## config.mk

```make
export PLATFORM = sky130hd
export DESIGN_NAME = register_file_address_map
export DESIGN_NICKNAME = d
export VERILOG_FILES = /design/src/addr_map_pkg.sv /design/src/reg_store_if.sv /design/src/reg_store.sv /design/src/register_file_address_map.sv
export SDC_FILE = /design/constraint.sdc
export NUM_CORES = 2
export LEC_CHECK = 0
export BUFFER_PORTS_ARGS = -buffer_cell sky130_fd_sc_hd__buf_2
export CORE_AREA = 2 2 529 531
export DETAILED_ROUTE_END_ITERATION = 10
export DIE_AREA = 0 0 531 533
export HOLD_SLACK_MARGIN = 0.05
export PLACE_DENSITY = 0.54
export RECOVER_POWER = 25
export SETUP_SLACK_MARGIN = 0.1
export SYNTH_ARGS = -nofsm -noshare
export SYNTH_HDL_FRONTEND = slang
export SYNTH_SLANG_ARGS = --single-unit
export TNS_END_PERCENT = 20
```

## constraint.sdc

```tcl
create_clock -name clk_sys -period 3.1 [get_ports clk_sys]
set_input_delay 0.465 -clock clk_sys [delete_from_list [all_inputs] [get_ports clk_sys]]
set_output_delay 0.465 -clock clk_sys [all_outputs]
set_load 0.005 [all_outputs]
```

## src/addr_map_pkg.sv

```systemverilog
// Purpose: constants for the program and register address decoder
// Assumes: one clock, synchronous active-low reset
// Notes: option byte layouts and register file regions
package addr_map_pkg;
  localparam int PADDR_W = 16;
  localparam int RDATA_W = 8;
  localparam logic [15:0] VECTOR_TOP = 16'h00FF;
  localparam logic [15:0] OPT_FIRST = 16'h003C;
  localparam logic [15:0] OPT_LAST = 16'h003F;
  localparam logic [15:0] OPT_BOOT_ADDR = 16'h003E;
  localparam logic [15:0] OPT_POWER_ADDR = 16'h003F;
  localparam logic [15:0] RESET_VECTOR = 16'h0100;
  localparam logic [15:0] BOOT_BASE = 16'h0100;
  localparam logic [7:0] OPT_ERASED = 8'hFF;
  // boot option byte fields
  localparam int VEC_KEEP_BIT = 7;
  localparam int VEC_SEL_HI = 6;
  localparam int VEC_SEL_LO = 5;
  localparam int PROT_OFF_BIT = 2;
  localparam int SIZE_SEL_HI = 1;
  localparam int SIZE_SEL_LO = 0;
  // power option byte fields
  localparam int DETECT_KEEP_BIT = 7;
  localparam int FREQ_HI = 6;
  localparam int FREQ_LO = 2;
  localparam logic [4:0] FREQ_4MHZ = 5'h1E;
  localparam logic [4:0] FREQ_8MHZ = 5'h1F;
  // register file regions
  localparam logic [7:0] PRIME_LAST = 8'hBF;
  localparam logic [7:0] SET_FIRST = 8'hC0;
  localparam logic [7:0] COMMON_LAST = 8'hCF;
  localparam logic [7:0] SYS_FIRST = 8'hD0;
  localparam logic [7:0] BANK_FIRST = 8'hE0;
  localparam logic [7:0] PAGE_SEL_ADDR = 8'hDF;
  localparam logic [7:0] PAGE_SEL_RESET = 8'h00;
  // physical storage: prime 192, common 16, set 2 64, sys 16, two banks 64
  localparam int RAM_DEPTH = 352;
  localparam int RAM_AW = 9;
  localparam logic [8:0] BASE_SET2 = 9'h0C0;
  localparam logic [8:0] BASE_SET1 = 9'h100;
  localparam logic [8:0] BASE_BANK1 = 9'h140;

  typedef enum logic [1:0] {
    MODE_DIRECT,
    MODE_INDIRECT,
    MODE_INDEXED,
    MODE_WORKING
  } reg_mode_t;

  typedef enum logic [1:0] {
    FREQ_RANGE_4,
    FREQ_RANGE_8,
    FREQ_RANGE_OTHER
  } freq_range_t;
endpackage : addr_map_pkg

```

## src/reg_store_if.sv

```systemverilog
// Purpose: carries one access between decoder and register storage
// Assumes: single clock
// Notes: read data is registered in the storage
interface reg_store_if;
  logic [8:0] addr;
  logic [7:0] wdata;
  logic wr;
  logic [7:0] rdata;
  modport master (output addr, output wdata, output wr, input rdata);
  modport slave (input addr, input wdata, input wr, output rdata);
endinterface : reg_store_if

```

## src/reg_store.sv

```systemverilog
// Purpose: physical register file storage
// Assumes: write and registered read in one cycle
// Notes: no reset, contents undefined until written
module reg_store
  import addr_map_pkg::*;
(
  // clock
  input wire logic clk_sys,
  // access
  reg_store_if.slave port
);
  logic [7:0] mem [RAM_DEPTH];

  always_ff @(posedge clk_sys) begin
    if (port.wr) begin
      mem[port.addr] <= port.wdata;
    end
    port.rdata <= mem[port.addr];
  end
endmodule : reg_store

```

## src/register_file_address_map.sv

```systemverilog
// Purpose: program memory and register file address decoder
// Assumes: CPU core drives accesses synchronous to clk_sys
// Notes: option bytes are latched from program reads of 003EH/003FH
//
// Notes on behaviour
// - 16-bit program address decodes 64 KB flash; 8-bit register bus.
// - lowest 256 program bytes hold vectors; 03CH..03FH are option cells.
// - execution starts at 0100H unless option bytes pick another vector.
// - only 003EH and 003FH steer startup; 003CH/003DH ignored.
// - erased options 0FFH: no internal POR, detector on, 100H, no protect.
// - bit 3EH.7 one keeps 0100H; zero lets 3EH.6-5 pick vector.
// - boot sector spans 0100H to one below the selected vector.
// - 3EH.2 zero blocks erase/program of the boot region sized by 3EH.1-0.
// - 3FH.7 zero: internal POR on, detector off in stop, back on at wake.
// - 3FH.7 one: detector stays on in stop, internal POR off.
// - 3FH.6-2 code 11110 is 1-4 MHz, 11111 is 1-8 MHz.
// - E0H..FFH of set 1 banked by bank instructions; lower half not.
// - hardware reset selects bank 0.
// - page select at DFH resets to 0; all accesses go to page 0.
// - C0H..FFH reach set 2 only by indirect or indexed modes.
// - common area C0H..CFH reachable only by working register mode.
// - 192-byte prime area plus common and set 2 give 272 bytes.
// - bank 0/1 upper space and D0H..DFH hold control registers.
// - prime area 00H..BFH accepts every mode, usable right after reset.
module register_file_address_map
  import addr_map_pkg::*;
(
  // clock and reset
  input wire logic clk_sys,
  input wire logic rst_n,
  // program bus
  input wire logic progReq,
  input wire logic [addr_map_pkg::PADDR_W-1:0] progAddr,
  input wire logic [7:0] progData,
  input wire logic progModify,
  output logic progIsVector,
  output logic progIsOption,
  output logic progModifyOk,
  output logic progModifyBlocked,
  // startup configuration
  output logic [15:0] resetVector,
  output logic bootProtectOn,
  output logic [15:0] bootLast,
  output logic internalPowerOnReset,
  output logic lowVoltageDetectorOn,
  output addr_map_pkg::freq_range_t freqRange,
  // power state
  input wire logic stopMode,
  // bank select instructions
  input wire logic selectLowBank,
  input wire logic selectHighBank,
  // register bus
  input wire logic regReq,
  input wire logic regWrite,
  input wire logic [7:0] regAddr,
  input wire addr_map_pkg::reg_mode_t regMode,
  input wire logic [addr_map_pkg::RDATA_W-1:0] regWdata,
  output logic [addr_map_pkg::RDATA_W-1:0] regRdata,
  output logic regValid,
  output logic regRefused,
  output logic bankHigh,
  output logic [7:0] registerPageSelect
);
  import addr_map_pkg::*;

  // ---------------------------------------------------------------
  // option byte capture
  // ---------------------------------------------------------------
  // options come up erased until the core fetches the real bytes
  logic [7:0] bootOpt;
  logic [7:0] powerOpt;

  always_ff @(posedge clk_sys) begin
    if (!rst_n) begin
      bootOpt <= OPT_ERASED;
      powerOpt <= OPT_ERASED;
    end else if (progReq && !progModify) begin
      // 003CH/003DH land in neither byte
      if (progAddr == OPT_BOOT_ADDR) begin
        bootOpt <= progData;
      end
      if (progAddr == OPT_POWER_ADDR) begin
        powerOpt <= progData;
      end
    end
  end

  // ---------------------------------------------------------------
  // derived startup settings
  // ---------------------------------------------------------------
  logic [15:0] next_vector;
  logic [15:0] next_bootLast;
  logic [15:0] protLast;

  function automatic logic [15:0] vec_of(input logic [1:0] code);
    logic [15:0] v;
    v = 16'h0200;
    unique case (code)
      2'b00: v = 16'h0200;
      2'b01: v = 16'h0300;
      2'b10: v = 16'h0500;
      2'b11: v = 16'h0900;
    endcase
    return v;
  endfunction : vec_of

  always_comb begin
    if (bootOpt[VEC_KEEP_BIT]) begin
      next_vector = RESET_VECTOR;
    end else begin
      next_vector = vec_of(bootOpt[VEC_SEL_HI:VEC_SEL_LO]);
    end
    next_bootLast = next_vector - 16'h0001;
    // size code uses the same ladder: 256..2048 bytes above 0100H
    protLast = vec_of(bootOpt[SIZE_SEL_HI:SIZE_SEL_LO]) - 16'h0001;
  end

  always_ff @(posedge clk_sys) begin
    if (!rst_n) begin
      resetVector <= RESET_VECTOR;
      bootLast <= RESET_VECTOR - 16'h0001;
      bootProtectOn <= 1'b0;
    end else begin
      resetVector <= next_vector;
      bootLast <= next_bootLast;
      bootProtectOn <= !bootOpt[PROT_OFF_BIT];
    end
  end

  // ---------------------------------------------------------------
  // power-on reset and detector control
  // ---------------------------------------------------------------
  always_ff @(posedge clk_sys) begin
    if (!rst_n) begin
      internalPowerOnReset <= 1'b0;
      lowVoltageDetectorOn <= 1'b1;
    end else begin
      internalPowerOnReset <= !powerOpt[DETECT_KEEP_BIT];
      // wake clears stopMode, detector comes back on by itself
      lowVoltageDetectorOn <= powerOpt[DETECT_KEEP_BIT] || !stopMode;
    end
  end

  always_ff @(posedge clk_sys) begin
    if (!rst_n) begin
      freqRange <= FREQ_RANGE_8;
    end else begin
      unique case (powerOpt[FREQ_HI:FREQ_LO])
        FREQ_4MHZ: freqRange <= FREQ_RANGE_4;
        FREQ_8MHZ: freqRange <= FREQ_RANGE_8;
        default: freqRange <= FREQ_RANGE_OTHER;
      endcase
    end
  end

  // ---------------------------------------------------------------
  // program address decode
  // ---------------------------------------------------------------
  logic inProt;
  assign inProt = bootProtectOn && progAddr >= BOOT_BASE &&
                  progAddr <= protLast;

  always_ff @(posedge clk_sys) begin
    if (!rst_n) begin
      progIsVector <= 1'b0;
      progIsOption <= 1'b0;
      progModifyOk <= 1'b0;
      progModifyBlocked <= 1'b0;
    end else begin
      // full 16-bit range is flash, nothing decodes outside
      progIsVector <= progReq && progAddr <= VECTOR_TOP;
      progIsOption <= progReq && progAddr >= OPT_FIRST &&
                      progAddr <= OPT_LAST;
      progModifyOk <= progReq && progModify && !inProt;
      progModifyBlocked <= progReq && progModify && inProt;
    end
  end

  // ---------------------------------------------------------------
  // bank and page select
  // ---------------------------------------------------------------
  logic pageSel;
  logic pageHit;
  // lower half is unbanked, bank 1 must not hide the page select
  assign pageSel = regReq && regAddr == PAGE_SEL_ADDR &&
                   (regMode == MODE_DIRECT || regMode == MODE_WORKING);
  assign pageHit = pageSel && regWrite;

  always_ff @(posedge clk_sys) begin
    if (!rst_n) begin
      bankHigh <= 1'b0;
    end else if (selectHighBank) begin
      bankHigh <= 1'b1;
    end else if (selectLowBank) begin
      bankHigh <= 1'b0;
    end
  end

  always_ff @(posedge clk_sys) begin
    if (!rst_n) begin
      registerPageSelect <= PAGE_SEL_RESET;
    end else if (pageHit) begin
      // stored for readback only, decode ignores it
      registerPageSelect <= regWdata;
    end
  end

  // ---------------------------------------------------------------
  // register address decode
  // ---------------------------------------------------------------
  reg_store_if store ();
  logic [8:0] next_phys;
  logic next_refuse;
  logic upper;

  assign upper = regAddr >= SET_FIRST;

  always_comb begin
    next_phys = {1'b0, regAddr};
    next_refuse = 1'b0;
    if (!upper) begin
      next_phys = {1'b0, regAddr};
    end else if (regMode == MODE_INDIRECT || regMode == MODE_INDEXED) begin
      // set 2 sits on top of the prime area in storage
      next_phys = BASE_SET2 + {3'b000, regAddr[5:0]};
    end else if (regAddr <= COMMON_LAST) begin
      next_phys = BASE_SET1 + {3'b000, regAddr[5:0]};
      next_refuse = regMode != MODE_WORKING;
    end else if (regAddr >= BANK_FIRST && bankHigh) begin
      next_phys = BASE_BANK1 + {4'b0000, regAddr[4:0]};
    end else begin
      // D0H..DFH and bank 0 upper half share set 1 storage
      next_phys = BASE_SET1 + {3'b000, regAddr[5:0]};
    end
  end

  assign store.addr = next_phys;
  assign store.wdata = regWdata;
  assign store.wr = regReq && regWrite && !next_refuse && !pageHit;

  reg_store u_store (
    .clk_sys(clk_sys),
    .port(store)
  );

  logic pageRead;

  always_ff @(posedge clk_sys) begin
    if (!rst_n) begin
      regValid <= 1'b0;
      regRefused <= 1'b0;
      pageRead <= 1'b0;
    end else begin
      regValid <= regReq && !regWrite && !next_refuse;
      regRefused <= regReq && next_refuse;
      pageRead <= pageSel;
    end
  end

  // read data leaves the storage register; page select muxed in
  assign regRdata = pageRead ? registerPageSelect : store.rdata;
endmodule : register_file_address_map

```

== Word level (Yosys, flattened, before mapping) ==
Memories as Yosys holds them, arrays and structs flattened. A register that Yosys moved wholly into a read port is not among the register bits.
Cells that the tools add are included.

* $add $sub $neg: 5
* Magnitude comparators: 8
* Equality and inequality tests: 15
* Muxes and demuxes: 16
* Reduce and logical (&&, ||, !) cells: 36

{| class="wikitable"
|+ Operators by type and width
! kind !! number
|-
| 16-bit case mux with 4 select lines || 2
|-
| 9-bit two-way mux || 4
|-
| 16-bit by 6-bit == test with 1-bit output, second input constant || 2
|-
| 16-bit by 1-bit subtractor with 16-bit output, second input constant || 2
|-
| 1-bit logical AND || 19
|-
| 16-bit by 6-bit greater-or-equal comparator with 1-bit output, second input constant || 1
|-
| 16-bit by 9-bit greater-or-equal comparator with 1-bit output, second input constant || 1
|-
| 8-bit greater-or-equal comparator, second input constant || 2
|-
| 16-bit less-or-equal comparator || 1
|-
| 16-bit by 6-bit less-or-equal comparator with 1-bit output, second input constant || 1
|-
| 16-bit by 8-bit less-or-equal comparator with 1-bit output, second input constant || 1
|-
| 16-bit two-way mux || 1
|-
| 2-bit == test, second input constant || 6
|-
| 5-bit == test, second input constant || 2
|-
| 8-bit by 6-bit adder with 9-bit output, first input constant || 1
|-
| 9-bit by 5-bit adder with 9-bit output, first input constant || 1
|-
| 9-bit by 6-bit adder with 9-bit output, first input constant || 1
|-
| 8-bit == test, second input constant || 1
|-
| 8-bit less-or-equal comparator, second input constant || 1
|-
| 1-bit logical NOT || 8
|-
| 8-bit two-way mux || 1
|-
| 1-bit two-way mux || 7
|-
| 2-bit by 1-bit == test with 1-bit output, second input constant || 3
|-
| 2-bit logical NOT || 3
|-
| 5 further kinds || 8
|}

* Register bits: 69
* Bits in writable memories: 2816
* Input bits: 51
* Output and inout bits: 60
* Memories kept: 1

{| class="wikitable"
|+ Memory list
! memory !! depth !! bits a word !! read ports !! clocked after Yosys merged registers in !! wr ports !! line !! text
|-
| u_store.mem || 352 || 8 || 1 || 1 || 1 || reg_store.sv:12 || <nowiki>logic [7:0] mem [RAM_DEPTH];</nowiki>
|}

== Depth between registers and ports, before layout ==
* Word-level depth: 9
* Gate-level depth with buffers: 13
* Gate-level depth less buffers: 8

== By module ==
A second synthesis with hierarchy kept.

* Cells, all modules: 5411
* Area total of the unflattened synthesis: 111620.8 um2

{| class="wikitable"
|+ By module, submodules not included
! module !! instances !! cells each !! area an instance (um2) !! seq. area each (um2)
|-
| reg_store || 1 || 5188 || 109533.8 || 84721.3
|-
| register_file_address_map || 1 || 223 || 2087.0 || 880.8
|}

== Least setup slack after synthesis ==
No wires, ideal clock.

* Kind: input-to-reg
* Start: in regMode[0]
* End: mem u_store.mem[270][0] (enable)
* Arrival time: 2921 ps
* Data required time: 2730 ps
* Setup slack: -192 ps
* Cell stages on the path: 10
* Path buffers: 2
* Cells stage by stage: ha_1 and3b_1 clkbuf_1 nand3_1 nor2_1 or3_1 nor3b_1 nand2_1 clkbuf_1 nor2_1

* Cells in the longest elaborated chain, start to end: 9
* Elaborated cells on any way between the ends: 20
* Classes of those cells: 4 x eq/ne; 7 x mux; 9 x reduce/logical

{| class="wikitable"
|+ Ends and longest elaborated chain
! item !! line !! text
|-
| start: declaration || register_file_address_map.sv:56 || <nowiki>input wire addr_map_pkg::reg_mode_t regMode,</nowiki>
|-
| 2-bit != test (tied with other cells) || register_file_address_map.sv:228 || <nowiki>next_refuse = regMode != MODE_WORKING;</nowiki>
|-
| 1-bit two-way mux / 1-bit logical OR (equally long branches) || register_file_address_map.sv:226, register_file_address_map.sv:223 ||
|-
| 1-bit two-way mux || register_file_address_map.sv:223 || <nowiki>end else if (regMode == MODE_INDIRECT || regMode == MODE_INDEXED) begin</nowiki>
|-
| 1-bit two-way mux || register_file_address_map.sv:221 || <nowiki>if (!upper) begin</nowiki>
|-
| 1-bit logical NOT || register_file_address_map.sv:239 || <nowiki>assign store.wr = regReq && regWrite && !next_refuse && !pageHit;</nowiki>
|-
| 1-bit logical AND (2 in a row) || register_file_address_map.sv:239 ||
|-
| 1-bit two-way mux || reg_store.sv:15 || <nowiki>if (port.wr) begin</nowiki>
|-
| 1-bit two-way mux (not written as such) || reg_store.sv:16 || <nowiki>mem[port.addr] <= port.wdata;</nowiki>
|-
| end: declaration || reg_store.sv:12 ||
|}

Parallel ways exist; a longest one is shown, timed or not.

== Worst setup path after layout ==
* Start: in regWdata[0] (netlist bit)
* End: mem u_store.mem[234][0], data pin

{| class="wikitable"
|+ RTL lines
! item !! line !! text
|-
| start: declaration || register_file_address_map.sv:57 || <nowiki>input wire logic [addr_map_pkg::RDATA_W-1:0] regWdata,</nowiki>
|}

No word-level cell before the write port.

==> flow_summary.toml <==
[outcome]
status = "complete, but fails checks"
violations = "capacitance limit, slew limit"

[detailed_routing]
drt_pass1_iterations = 5
drc_errors = 0
wirelength_um = 319000
ant_nets = 0
via_per_inst = 5.61
vias = 57700
drt_iter0_markers = 6852
wl_per_cell_um = 31.1

[power]
p_switching_mw = 17.8
p_leak_nw = 44.2
combPwrFrac_pct = 5.8
internal-power_mw = 65.0
p_seq_share_pct = 51.5
p_clk_share_pct = 42.6
powerDensity_nw_per_um2 = 615
swShare_pct = 21.5
ir_drop_mv = 0.401

[cts]
root_buffer = "clkbuf_16"
cts_max_path_buffers = 4
cts_buffers = 309
htree_levels = 5
clock_latency_ns = 0.86
cts.sinks = 2868
tritoncts = "built"
clk_pin_slew_ns = 0.06

[timing]
worstMarginPinSlew_ns = 2.93
rsz0062_at_grt = "true"
period_needed_ns = 3.03
setup_viol = 0
hold_viol = 0
max_freq_mhz = 330
setup_slack_ns = 0.0714
relSlewSlack_pct = -95.1
worst_hold_slack_ns = 0.127
period_share_pct = 97.7
fin_skew_ns = 0.0377
slew_violations = 379

[synthesis]
ys_ff_latch = 2868
synth_xor_area_share_pct = 0
yosysSeqAreaShare_pct = 77.4
netlist_area_um2 = 111000
synth_edf_count = 2816
postSynthCellCount = 5018
synth_simple_gate_area_share_pct = 2.35
synth_top_family_by_area = "multiplexers"
async_flop_share_pct = 0
synth.avg_cell_area_um2 = 22.0
ys_warn_count = 0
synthMuxAreaShare_pct = 16.6
synth_ff_type = "edfxtp_1"
synthAdderAreaFrac_pct = 0.0792
synth.distinct_cells = 66
synth-compound-area-share_pct = 2.06

[grt]
antenna_found_initial = 9
grt-ovfl-total = 0
grt.total_usage_pct = 22.4
grt_pass1_wl_um = 450000
grt_max_degree = 110
grt_pass1_vias = 58600

[die]
start_util_pct = 39.8
die_w_um = 531
rows = 194
io_pins = 111
dieArea_um2 = 283000
die_y_um = 533
core-area_um2 = 278000

[worst_setup_path]
reg2reg_depth = 9
required_ns = 3.70
worstSetupStartpointType = "input pin"
critical_path.slowest_cell = "dlymetal6s4s_1"
crit_type = "in -> reg"
r2r-start = "bankHigh"
slowest_delay_ns = 1.85
r2r_end = "u_store.port.rdata[4]"
endpoint_kind = "register"
r2r_slack_ns = 0.07
cp.arrival_ns = 3.63
crit_fanout = 36
worstPathCellList = "dlygate4sd3_1 -> dlymetal6s4s_1 -> buf_4"

[place]
io_buffers = 90
gp_congestion = 0.884
placedCellCount = 9688
place_area_um2 = 125000
dp_slack_ns = -1.27
hpwl_um = 209000

[finish]
layout_commonest_cell = "edfxtp_1"
layout_common_cells = "edfxtp_1 (2816), buf_4 (992), mux4_2 (771)"
utilization_pct = 48.5
synthToLayoutAreaGrowth_pct = 21.8
layoutNonFillerInstCount = 10300
layout.cell_area.non_filler_um2 = 135000
fin_nets = 6370
drive_above_1_share_pct = 38.2

[min_path]
worst_hold_startpoint = "progAddr[15]"
hold_path_depth = 5
holdPathEnd = "progModifyOk"
hold_path.class = "in -> reg"

[job]
maxCapViolations = 9
## per-layer routing
metal,GRT usage (%),part of all wire [%],up-vias
met5,0,0,-
met4,6.87,3.2,0
met3,3.67,6.8,462
met2,35.8,48,2286
met1,31.7,42,31200
li1,-,-,23700
## power groups by stage
stage | Combinational (mW) | Clock (mW) | Sequential [mW]
after floorplan | 2.05 | 0 | 43.4
after global placement | 4.83 | 0 | 43.5
after detailed placement | 4.86 | 0 | 43.5
after CTS | 4.91 | 36.0 | 42.7
after global routing | 5.05 | 37.4 | 42.7
final | 4.82 | 35.3 | 42.7
## registers in the layout (all words and copies together) (netlist names), 2 cells and up
name / count
resetVector: 4
u_store.mem: 2816
freqRange: 2
powerOpt: 6
registerPageSelect: 8
bootLast: 7
bootOpt: 6
u_store.port.rdata: 8
## worst max-delay path by stage
stage	startpoint	endpoint	slack, ns	cells after the start
2_1_floorplan	regMode[0]	u_store.mem[109][0]	-0.11	10
3_3_place_gp	regAddr[0]	u_store.port.rdata[6]	-1.29	11
3_5_place_dp	regAddr[0]	u_store.port.rdata[6]	-1.27	11
4_1_cts	bankHigh	u_store.port.rdata[4]	0.13	9
5_1_grt	regWdata[0]	u_store.mem[239][0]	0.04	3
6_report	regWdata[0]	u_store.mem[234][0]	0.07	3
## synthesized netlist by cell type (33+ instances only)
library cell / n / area (um^2)
clkbuf_1: 121 / 454
mux2i_1: 77 / 771
a21oi_1: 62 / 310
buf_2: 114 / 571
a22oi_1: 81 / 608
nand2_1: 117 / 439
buf_4: 66 / 495
dfxtp_1: 52 / 1040
mux4_2: 771 / 17400
a221oi_1: 33 / 289
edfxtp_1: 2816 / 84600
nor2_1: 386 / 1450
## what timing repair did
item,4_1_cts,5_1_grt
endpoints found under the setup margin,3,8
buffers inserted,0,1
pin swaps,0,1
hold buffers,36,0
gates cloned,0,0
gates resized for setup,6,4
hold endpoints to repair,111,0
## area by class of cell
type,count,area (um^2)
tap,3724,4660
inverter,9,42.5
fill,22600,143000
clock buffer,388,8200
clock inverter,156,1350
timing repair buffer,1278,11100
multi-input combinational,1846,23700
antenna,7,17.5
sequential,2868,85600
## through the flow
stage,power [mW],setup TNS [ns]
floorplan,45.5,-117.11
global placement,48.3,-216.85
detailed placement,48.3,-166.21
CTS,83.5,0
global route,85.1,0
finish,82.8,0
## critical path, delay by kind of cell
kind	cells	cell delay (ns)
buf+inv	3	3.00
## cell families (layout without fill, tap and decap cells)
| logic type | after synthesis | in the layout |
|---|---|---|
| DFF | 2868 | 2868 |
| other | 2 | 38 |
| adders and majority gates | 7 | 7 |
| AOI/OAI and AO/OA | 319 | 319 |
| buffers and inverters | 333 | 1831 |
| and+or+nand+nor | 623 | 623 |
| muxes | 866 | 866 |
No activity file was read; power rests on OpenSTA's default activity.
